--- src/dcld_pkg.sv ---
// Constants, field positions and state type for the command block decoder.
// Function
// - Top bit of word 3 picks linear (0) or explicit (1) addressing.
// - Controller memory commands still get words 3 and 4 checked as a sector.
// - Linear mode divides the 31-bit byte address into track, head and sector.
// - Decode covers 77 tracks, two heads, 16 or 26 sectors, 128/256/288 bytes.
// - Linear address has 31 significant bits, range 0 to 7fffffff.
// - Explicit sector numbering starts at 0 for 288-byte sectors, else at 1.
// - Data address is 20 bits: word 6 extension plus word-aligned word 7.
// - Chain bit in word 8 starts the next block at the word 8/9 address.
// - For a power-up load block, words 8/9 give the status return address.
// - Completion interrupts the host at a selectable level, default two.
// - Completion interrupt only when the block's interrupt enable bit is set.
// - An issued completion interrupt sets the occurred bit in word 0.
// - Host call bit raises the controller's level-one local interrupt.
// - A call while busy is ignored; host reads the busy flag first.
// - Word 0 carries the error flag and where the detailed indicator lies.
// - An error stops the chain; interrupt only if that block asked for one.
package dcld_pkg;

    typedef enum logic [2:0] {
        S_IDLE,
        S_FETCH,
        S_CHECK,
        S_DIV,
        S_POST,
        S_EXEC,
        S_DONE
    } dcld_st_t;

    // Word indices inside a command block.
    localparam logic [3:0] IDX_FIRST = 4'h2;
    localparam logic [3:0] IDX_LAST = 4'h9;

    // Bit positions; the block numbers bit 0 as the least significant bit.
    localparam int W0_ERR = 14;
    localparam int W0_IRQ = 13;
    localparam int W0_EXT = 0;
    localparam int W1_PARAM = 8;
    localparam int W2_IE = 7;
    localparam int W3_MODE = 15;
    localparam int W3_HEAD = 8;
    localparam int W8_CHAIN = 15;
    localparam int W_ALIGN = 0;

    // Geometry limits and sizes.
    localparam logic [31:0] MAX_TRK = 32'h0000004c;
    localparam logic [4:0] SPT_26 = 5'h1a;
    localparam logic [4:0] SPT_16 = 5'h10;
    localparam logic [8:0] BPS_128 = 9'h080;
    localparam logic [8:0] BPS_256 = 9'h100;
    localparam logic [8:0] BPS_288 = 9'h120;
    localparam logic [1:0] BPS_SEL_128 = 2'h0;
    localparam logic [1:0] BPS_SEL_256 = 2'h1;
    localparam logic [1:0] BPS_SEL_288 = 2'h2;
    localparam logic [5:0] DIV_LAST = 6'h1f;

    // Controller memory commands.
    localparam logic [7:0] CMD_RD_MEM = 8'h06;
    localparam logic [7:0] CMD_EX_MEM = 8'h08;

    // Reset value of the completion interrupt level.
    localparam logic [3:0] IRQ_LVL_DEF = 4'h2;

endpackage

--- src/dcld_blkmem.sv ---
// Sixteen-word command block store with a registered read port.
`timescale 1ns/100ps
`default_nettype none
module dcld_blkmem (
    // Clock and reset.
    input wire logic clock,
    input wire logic resetn,
    // Write port.
    input wire logic wr_en,
    input wire logic [3:0] wr_idx,
    input wire logic [15:0] wr_data,
    // Read port.
    input wire logic [3:0] rd_idx,
    output logic [15:0] rd_data
);
    typedef struct packed {
        logic [15:0][15:0] mem;
        logic [15:0] rdata;
    } dcld_mem_t;

    dcld_mem_t s_r;
    dcld_mem_t s_nxt;

    // Read data always lag the index by one cycle.
    always_comb begin
        s_nxt = s_r;
        s_nxt.rdata = s_r.mem[rd_idx];
        if (wr_en) begin
            s_nxt.mem[wr_idx] = wr_data;
        end
    end

    // Registers.
    always_ff @(posedge clock) begin
        if (!resetn) begin
            s_r <= '0;
        end else begin
            s_r <= s_nxt;
        end
    end

    assign rd_data = s_r.rdata;
endmodule
`default_nettype wire

--- src/dcld_decoder.sv ---
// Command block decoder with host call and completion interrupt handling.
`timescale 1ns/100ps
`default_nettype none
module dcld_decoder (
    // Clock and reset.
    input wire logic clock,
    input wire logic resetn,
    // Command block loading.
    input wire logic blk_wr,
    input wire logic [3:0] blk_idx,
    input wire logic [15:0] blk_data,
    input wire logic blk_start,
    input wire logic boot_load,
    input wire logic [7:0] cmd_code,
    // Drive geometry.
    input wire logic cfg_two_sides,
    input wire logic cfg_sec26,
    input wire logic [1:0] cfg_bps_sel,
    input wire logic [3:0] irq_level_sel,
    // Host control port pins.
    input wire logic host_call_bit,
    input wire logic irq_enable_bit,
    // Local processor side.
    output logic controller_call_irq_n,
    output logic busy,
    input wire logic op_done,
    input wire logic op_error,
    // Decoded transfer.
    output logic dec_valid,
    output logic [6:0] dec_track,
    output logic dec_head,
    output logic [4:0] dec_sector,
    output logic [15:0] dec_count,
    output logic [19:0] dec_data_addr,
    output logic mem_cmd,
    // Completion.
    output logic status_wr,
    output logic [15:0] status_w0,
    output logic [15:0] status_w1,
    output logic host_irq,
    output logic [3:0] host_irq_level,
    output logic chain_go,
    output logic [19:0] link_addr,
    output logic link_is_status
);
    typedef struct packed {
        dcld_pkg::dcld_st_t st;
        logic [3:0] ridx;
        logic [3:0] cidx;
        logic rv;
        logic [7:0][15:0] wd;
        logic [31:0] num;
        logic [9:0] rem;
        logic [8:0] den;
        logic [5:0] dcnt;
        logic [1:0] ph;
        logic [6:0] trk;
        logic head;
        logic [4:0] sec;
        logic perr;
        logic oerr;
        logic boot;
        logic [2:0] call_s;
        logic [2:0] ie_s;
        logic armed;
        logic call_irq;
        logic dec_valid;
        logic status_wr;
        logic host_irq;
        logic chain_go;
        logic [15:0] sw0;
        logic [15:0] sw1;
        logic [3:0] lvl;
    } dcld_dec_t;

    dcld_dec_t s_r;
    dcld_dec_t s_nxt;
    logic [15:0] rd_data;
    logic [15:0] w2, w3, w4, w5, w6, w7, w8, w9;
    logic [8:0] nb;
    logic [4:0] ns;
    logic [5:0] nsh;
    logic [9:0] div_sh;
    logic div_ge;
    logic [9:0] div_rem;
    logic call_rise;
    logic ie_rise;
    logic sec_base;
    logic [4:0] sec_raw;
    logic irq_go;
    logic err_all;

    // Block words are read back one at a time, so the store stays a RAM.
    dcld_blkmem u_dcld_blkmem (
        .clock(clock),
        .resetn(resetn),
        .wr_en(blk_wr),
        .wr_idx(blk_idx),
        .wr_data(blk_data),
        .rd_idx(s_r.ridx),
        .rd_data(rd_data)
    );

    // Named views of the captured words.
    assign w2 = s_r.wd[0];
    assign w3 = s_r.wd[1];
    assign w4 = s_r.wd[2];
    assign w5 = s_r.wd[3];
    assign w6 = s_r.wd[4];
    assign w7 = s_r.wd[5];
    assign w8 = s_r.wd[6];
    assign w9 = s_r.wd[7];

    // Geometry from the drive settings.
    always_comb begin
        case (cfg_bps_sel)
            dcld_pkg::BPS_SEL_128: nb = dcld_pkg::BPS_128;
            dcld_pkg::BPS_SEL_256: nb = dcld_pkg::BPS_256;
            default: nb = dcld_pkg::BPS_288;
        endcase
    end
    assign ns = cfg_sec26 ? dcld_pkg::SPT_26 : dcld_pkg::SPT_16;
    assign nsh = cfg_two_sides ? {ns, 1'b0} : {1'b0, ns};

    // One restoring divider step; it is shared by all four divisions.
    assign div_sh = {s_r.rem[8:0], s_r.num[31]};
    assign div_ge = div_sh >= {1'b0, s_r.den};
    assign div_rem = div_ge ? div_sh - {1'b0, s_r.den} : div_sh;

    // Edges seen only after the second synchroniser stage.
    assign call_rise = s_r.call_s[1] & ~s_r.call_s[2];
    assign ie_rise = s_r.ie_s[1] & ~s_r.ie_s[2];

    // Explicit sectors count from zero only for the 288-byte format.
    assign sec_base = (cfg_bps_sel != dcld_pkg::BPS_SEL_288);
    assign sec_raw = w4[4:0];

    // Completion decisions.
    assign err_all = s_r.perr | s_r.oerr;
    assign irq_go = w2[dcld_pkg::W2_IE] & s_r.armed;

    always_comb begin
        s_nxt = s_r;
        s_nxt.dec_valid = 1'b0;
        s_nxt.status_wr = 1'b0;
        s_nxt.host_irq = 1'b0;
        s_nxt.chain_go = 1'b0;
        s_nxt.call_irq = 1'b0;
        s_nxt.call_s = {s_r.call_s[1:0], host_call_bit};
        s_nxt.ie_s = {s_r.ie_s[1:0], irq_enable_bit};
        // A call is honoured only while the decoder is idle.
        if (call_rise && s_r.st == dcld_pkg::S_IDLE) begin
            s_nxt.call_irq = 1'b1;
        end
        case (s_r.st)
            dcld_pkg::S_IDLE: begin
                if (blk_start) begin
                    s_nxt.st = dcld_pkg::S_FETCH;
                    s_nxt.ridx = dcld_pkg::IDX_FIRST;
                    s_nxt.rv = 1'b0;
                    s_nxt.boot = boot_load;
                    s_nxt.perr = 1'b0;
                    s_nxt.oerr = 1'b0;
                end
            end
            dcld_pkg::S_FETCH: begin
                s_nxt.ridx = s_r.ridx + 4'h1;
                s_nxt.cidx = s_r.ridx;
                s_nxt.rv = 1'b1;
                if (s_r.rv) begin
                    s_nxt.wd[3'(s_r.cidx - dcld_pkg::IDX_FIRST)] = rd_data;
                    if (s_r.cidx == dcld_pkg::IDX_LAST) begin
                        s_nxt.st = dcld_pkg::S_CHECK;
                    end
                end
            end
            dcld_pkg::S_CHECK: begin
                // Odd count or unaligned host words are refused up front.
                s_nxt.perr = w5[dcld_pkg::W_ALIGN] | w7[dcld_pkg::W_ALIGN];
                if (w8[dcld_pkg::W8_CHAIN] && w9[dcld_pkg::W_ALIGN] && !s_r.boot) begin
                    s_nxt.perr = 1'b1;
                end
                s_nxt.rem = '0;
                s_nxt.dcnt = '0;
                s_nxt.den = nb;
                s_nxt.st = dcld_pkg::S_DIV;
                // Memory commands go through the same sector check.
                if (!w3[dcld_pkg::W3_MODE]) begin
                    s_nxt.num = {1'b0, w3[14:0], w4};
                    s_nxt.ph = 2'h0;
                end else begin
                    s_nxt.trk = w3[6:0];
                    s_nxt.head = w3[dcld_pkg::W3_HEAD];
                    s_nxt.sec = sec_raw - {4'h0, sec_base};
                    if ({25'h0, w3[6:0]} > dcld_pkg::MAX_TRK) begin
                        s_nxt.perr = 1'b1;
                    end
                    if (w3[dcld_pkg::W3_HEAD] && !cfg_two_sides) begin
                        s_nxt.perr = 1'b1;
                    end
                    if (sec_raw < {4'h0, sec_base}) begin
                        s_nxt.perr = 1'b1;
                    end
                    if (sec_raw - {4'h0, sec_base} >= ns) begin
                        s_nxt.perr = 1'b1;
                    end
                    s_nxt.num = {16'h0000, w5};
                    s_nxt.ph = 2'h3;
                end
            end
            dcld_pkg::S_DIV: begin
                s_nxt.rem = div_rem;
                s_nxt.num = {s_r.num[30:0], div_ge};
                s_nxt.dcnt = s_r.dcnt + 6'h01;
                if (s_r.dcnt == dcld_pkg::DIV_LAST) begin
                    s_nxt.st = dcld_pkg::S_POST;
                end
            end
            dcld_pkg::S_POST: begin
                s_nxt.rem = '0;
                s_nxt.dcnt = '0;
                s_nxt.st = dcld_pkg::S_DIV;
                case (s_r.ph)
                    2'h0: begin
                        // Byte address to sector index, then split by cylinder.
                        if (s_r.rem != 10'h000) begin
                            s_nxt.perr = 1'b1;
                        end
                        s_nxt.den = {3'h0, nsh};
                        s_nxt.ph = 2'h1;
                    end
                    2'h1: begin
                        s_nxt.trk = s_r.num[6:0];
                        if (s_r.num > dcld_pkg::MAX_TRK) begin
                            s_nxt.perr = 1'b1;
                        end
                        s_nxt.num = {22'h000000, s_r.rem};
                        s_nxt.den = {4'h0, ns};
                        s_nxt.ph = 2'h2;
                    end
                    2'h2: begin
                        s_nxt.head = s_r.num[0];
                        s_nxt.sec = s_r.rem[4:0];
                        s_nxt.num = {16'h0000, w5};
                        s_nxt.den = nb;
                        s_nxt.ph = 2'h3;
                    end
                    default: begin
                        if (s_r.rem != 10'h000) begin
                            s_nxt.perr = 1'b1;
                        end
                        // A parameter error skips the transfer entirely.
                        if (s_r.perr || s_r.rem != 10'h000) begin
                            s_nxt.st = dcld_pkg::S_DONE;
                        end else begin
                            s_nxt.dec_valid = 1'b1;
                            s_nxt.st = dcld_pkg::S_EXEC;
                        end
                    end
                endcase
            end
            dcld_pkg::S_EXEC: begin
                if (op_done) begin
                    s_nxt.oerr = op_error;
                    s_nxt.st = dcld_pkg::S_DONE;
                end
            end
            dcld_pkg::S_DONE: begin
                s_nxt.sw0 = '0;
                s_nxt.sw1 = '0;
                s_nxt.sw0[dcld_pkg::W0_ERR] = err_all;
                s_nxt.sw0[dcld_pkg::W0_EXT] = s_r.perr;
                s_nxt.sw1[dcld_pkg::W1_PARAM] = s_r.perr;
                s_nxt.sw0[dcld_pkg::W0_IRQ] = irq_go;
                s_nxt.status_wr = 1'b1;
                s_nxt.host_irq = irq_go;
                if (irq_go) begin
                    s_nxt.armed = 1'b0;
                end
                // The chain ends on any error, and never runs from a load block.
                s_nxt.chain_go = w8[dcld_pkg::W8_CHAIN] & ~err_all & ~s_r.boot;
                s_nxt.lvl = irq_level_sel;
                s_nxt.st = dcld_pkg::S_IDLE;
            end
            default: begin
                s_nxt.st = dcld_pkg::S_IDLE;
            end
        endcase
        // Arming after the clear lets a same-cycle rising edge win.
        if (ie_rise) begin
            s_nxt.armed = 1'b1;
        end
    end

    // Registers.
    always_ff @(posedge clock) begin
        if (!resetn) begin
            s_r <= '0;
            s_r.st <= dcld_pkg::S_IDLE;
            s_r.lvl <= dcld_pkg::IRQ_LVL_DEF;
        end else begin
            s_r <= s_nxt;
        end
    end

    // Outputs.
    assign controller_call_irq_n = ~s_r.call_irq;
    assign busy = (s_r.st != dcld_pkg::S_IDLE);
    assign dec_valid = s_r.dec_valid;
    assign dec_track = s_r.trk;
    assign dec_head = s_r.head;
    assign dec_sector = s_r.sec;
    assign dec_count = w5;
    assign dec_data_addr = {w6[3:0], w7};
    assign mem_cmd = (cmd_code >= dcld_pkg::CMD_RD_MEM) && (cmd_code <= dcld_pkg::CMD_EX_MEM);
    assign status_wr = s_r.status_wr;
    assign status_w0 = s_r.sw0;
    assign status_w1 = s_r.sw1;
    assign host_irq = s_r.host_irq;
    assign host_irq_level = s_r.lvl;
    assign chain_go = s_r.chain_go;
    assign link_addr = {w8[3:0], w9};
    assign link_is_status = s_r.boot;
endmodule
`default_nettype wire

--- config.mk ---
export PLATFORM = sky130hd
export DESIGN_NAME = dcld_decoder
export DESIGN_NICKNAME = d
export VERILOG_FILES = /design/src/dcld_pkg.sv /design/src/dcld_blkmem.sv /design/src/dcld_decoder.sv
export SDC_FILE = /design/constraint.sdc
export NUM_CORES = 1
export LEC_CHECK = 0
export BUFFER_PORTS_ARGS = -buffer_cell sky130_fd_sc_hd__buf_4
export CORE_MARGIN = 5
export CORE_UTILIZATION = 33
export CTS_BUF_LIST = sky130_fd_sc_hd__clkbuf_8
export DETAILED_ROUTE_END_ITERATION = 16
export GPL_TIMING_DRIVEN = 0
export SLEW_MARGIN = 20
export SYNTH_ARGS = -nofsm -noshare
export SYNTH_HDL_FRONTEND = slang
export SYNTH_SLANG_ARGS = --single-unit
--- constraint.sdc ---
create_clock -name clock -period 2.8 [get_ports clock]
set_input_delay 0.56 -clock clock [delete_from_list [all_inputs] [get_ports clock]]
set_output_delay 0.56 -clock clock [all_outputs]
set_load 0.05 [all_outputs]
==> key figures <==
Status
  – Status: completed

STA
  – Tcrit/Tclk final: 0.975
  – Fin. max-slew vios: 0
  – TNS Setup: 0 ps
  – Max transition margin: 0.282
  – Least-Margin Pin Slew: 1070 ps
  – Fmax: around 0.37 GHz
  – Min cycle time layout: approximately 2700 ps
  – Clock skew: 44.3 ps
  – RSZ-0062 raised after global routing: false
  – Endpoints failing setup: 0
  – Final hold violation count: 0

Routing
  – DRT antenna net count: 0
  – Iter 0 DRT Violations: roughly 1500
  – Wire length per cell: roughly 19 um
  – Router iterations before antenna repair: 6
  – Via count: 18400
  – DRT Wirelength: 68800 um
  – Via density: 5.16
  – DRC: 0

Place
  – DP HPWL: roughly 50000 um
  – Final GP Congestion: a little over 0.9
  – Port bufs: approximately 110
  – Post-DP Area: between 20000 and 25000 sq um

Worst setup path
  – Worst path max stage delay: just under 500 ps
  – R2R Setup Slk: around 70 ps
  – Critical path, cell by cell: inv_1 -> ha_1 -> ha_1 -> ha_1 -> nand2_1 -> nand3_1 -> a21o_1 -> a221o_1 -> a2111oi_2 -> o41ai_1
  – Most common cell on crit path: ha_1
  – Worst EP arrival: between 3000 and 4000 ps
  – Kind of critical path: reg -> reg
  – WP buf/inv: 1
  – Crit path launch type: flop
  – Crit path max-delay cell type: a2111oi_2
  – WP data required: ~3300 ps
  – Crit-path max FO: 3
  – Top Family by Delay on Critical Path: compound AO/OA/AOI/OAI gates
  – Reg2Reg Depth: 10
  – Crit end category: flop
  – Stages on the worst setup path: 10

Synthesis
  – Mean Syn Cell Area: 8.47 sq um
  – Predominant post-synthesis flop cell: dfxtp_1
  – Multiplexer share of the synthesized area: 0.112
  – Compound-Gate Fraction of Synth Area: 0.141
  – Yosys cell types: 74
  – Adder-Cell Fraction of Synth Area: 0.0119
  – Synth Area in XOR/XNOR: 0.00466
  – Flops & latches, synth: approximately 470
  – Number of synthesized flops with an enable pin: 0
  – Top-count cell post-synth: nand2_1
  – Largest area contributor in the netlist: dfxtp_1
  – Fraction of registers with async set/reset: 0
  – Largest family of logic cells by synthesized area: simple AND/OR/NAND/NOR gates
  – Gate Count Post-Synth: roughly 2400
  – YS warnings: 0
  – Synth cell count leaders: nand2_1 (722), dfxtp_1 (465), a21oi_1 (366)
  – Syn Std Cell Area: ~21000 sq um
  – Simple-gate area share of the yosys netlist: 0.200
  – Post-synth top area share: 0.450
  – Synth area leaders: dfxtp_1 (45%), nand2_1 (13%), a21oi_1 (8.9%), mux4_2 (8.7%), buf_4 (4.1%)
  – Sequential area share after synthesis: 0.450

Floorplanning
  – Core footprint: between 60000 and 70000 sq um
  – Starting density of the core: 0.334
  – Ports: between 150 and 200
  – Die Y: 260 um
  – Placement Rows: between 90 and 100
  – Die width: 260 um
  – Die area: between 60000 and 70000 sq um

Clocking
  – CTS buffer count: 82
  – H-tree levels: 3
  – CTS tree: done
  – Clk Latency, worst-skew pair: ~670 ps
  – Clock Sink Count: approximately 470
  – PostCTS Resize Cnt: 1
  – Clock Path Buffers: 3
  – Clock slew at reported path FFs: roughly 60 ps
  – Post-CTS Hold Buffers: 0
  – Setup bufs post-CTS: 0
  – Clock Root Buffer: clkbuf_8

Global route
  – Number of global-route vias before repair: around 18000
  – Total track usage: 0.197
  – Pin count of the biggest net entering global routing: 12
  – Gr ovfl total: 0
  – Initial antenna violation count: 1
  – First-pass GRT wire length: 105000 um

Cells and area
  – Design Area, Final: roughly 24000 sq um
  – Layout cells sized above 1: 0.179
  – Nets: about 2700
  – Area Overhead vs Synth: 17.6%
  – # fillers: 6271

Power and ir drop
  – Total power draw: roughly 14 mW
  – Worst IR drop on VDD: approximately 340 uV
  – Leak: between 8 and 9 nW
  – Cell area power density: 595 nW/um^2

Worst hold path
  – Hold Crit Class: in -> reg
  – WHS Path Cells: 2

Run
  – Maxcap violations: 0
-- metrics by stage --
step / utilization / hold WS (ps) / setup WS (ps) / instances
floorplan: - / 373 / 161 / 2466
global placement: 0.366 / 383 / -513 / 3415
detailed placement: 0.366 / 383 / -509 / 3415
CTS: 0.393 / 58.6 / 1.71 / 3563
global route: 0.393 / 97.8 / 9.43 / 3563
finish: 0.393 / 122 / 69.8 / 3564
-- cell usage in the layout (no fill, tap or decap), drive strengths merged, types with 5 or more instances in the layout --
master  netlist  final
mux2i        39     39
ha           18     18
nand4         9      9
nand3b        6      6
mux4         80     80
mux2         11     11
dfxtp       465    465
nor2b        10     10
inv          22     56
o21ai        32     32
nand2b       11     11
nor4          8      8
a221oi        9      9
and3          5      5
nand3        25     25
clkinv        1     12
a22oi        18     18
nand2       722    722
a222oi        5      5
buf         164    275
a311oi        8      8
nor3b         9      9
clkbuf      125    227
nor3         19     19
conb          1     28
a21oi       366    366
nor2        129    129
and2         25     25
a211oi       36     36
xnor2         6      6
xor2          5      5
-- logic make-up after synthesis --
logic type,count (synthesis)
multiplexers,130
AND/OR/NAND/NOR,991
XOR/XNOR,11
other,1
AO/OA/AOI/OAI,510
buffers and inverters,312
flip-flops,465
adder cells (fa/ha/maj),19
-- worst paths after layout --
kind,start,end
setup / recovery,w4[0],s_r[50]
hold / removal,irq_enable_bit,s_nxt[43]
setup reg to reg,w4[0],s_r[50]
hold reg to reg,s_r[47],s_r[40]
-- power breakdown --
part / internal [mW] / total, mW / leakage [nW] / switching, mW
clock network: 3.36 / 6.23 / 0.966 / 2.87
registers: 6.74 / 6.85 / 3.75 / 0.106
logic: 0.451 / 1.39 / 3.84 / 0.940
-- flip-flops by register name (all words and copies together) (netlist names), 5 cells and up --
signal / flops
u_dcld_blkmem.rd_data: 16
dec_sector: 5
w7: 16
w8: 5
dec_count: 16
div_sh: 10
s_r: 64
w4: 16
u_dcld_blkmem.s_r: 256
w9: 16
w3: 16
dec_track: 7
-- routing by layer --
layer | share of wire | track usage | vias to the layer above
met4 | 0.041 | 0.0861 | 0
met2 | 0.49 | 0.341 | 709
met1 | 0.40 | 0.240 | 8890
met3 | 0.068 | 0.0375 | 159
met5 | 0 | 0 | -
li1 | - | - | 8628
-- layout make-up --
cell class / count / area (sq um) / area share
timing repair buffer: 112 / 841 / 0.0346
inverter: 23 / 86.3 / 0.00355
buffer: 289 / 1560 / 0.0644
tap: 837 / 1050 / 0.0431
clock inverter: 47 / 241 / 0.00994
antenna: 1 / 2.50 / 0.000103
clock buffer: 101 / 1390 / 0.0572
multi-input combinational: 1689 / 9820 / 0.404
sequential: 465 / 9310 / 0.383
Power figures use the tool's default switching activity.
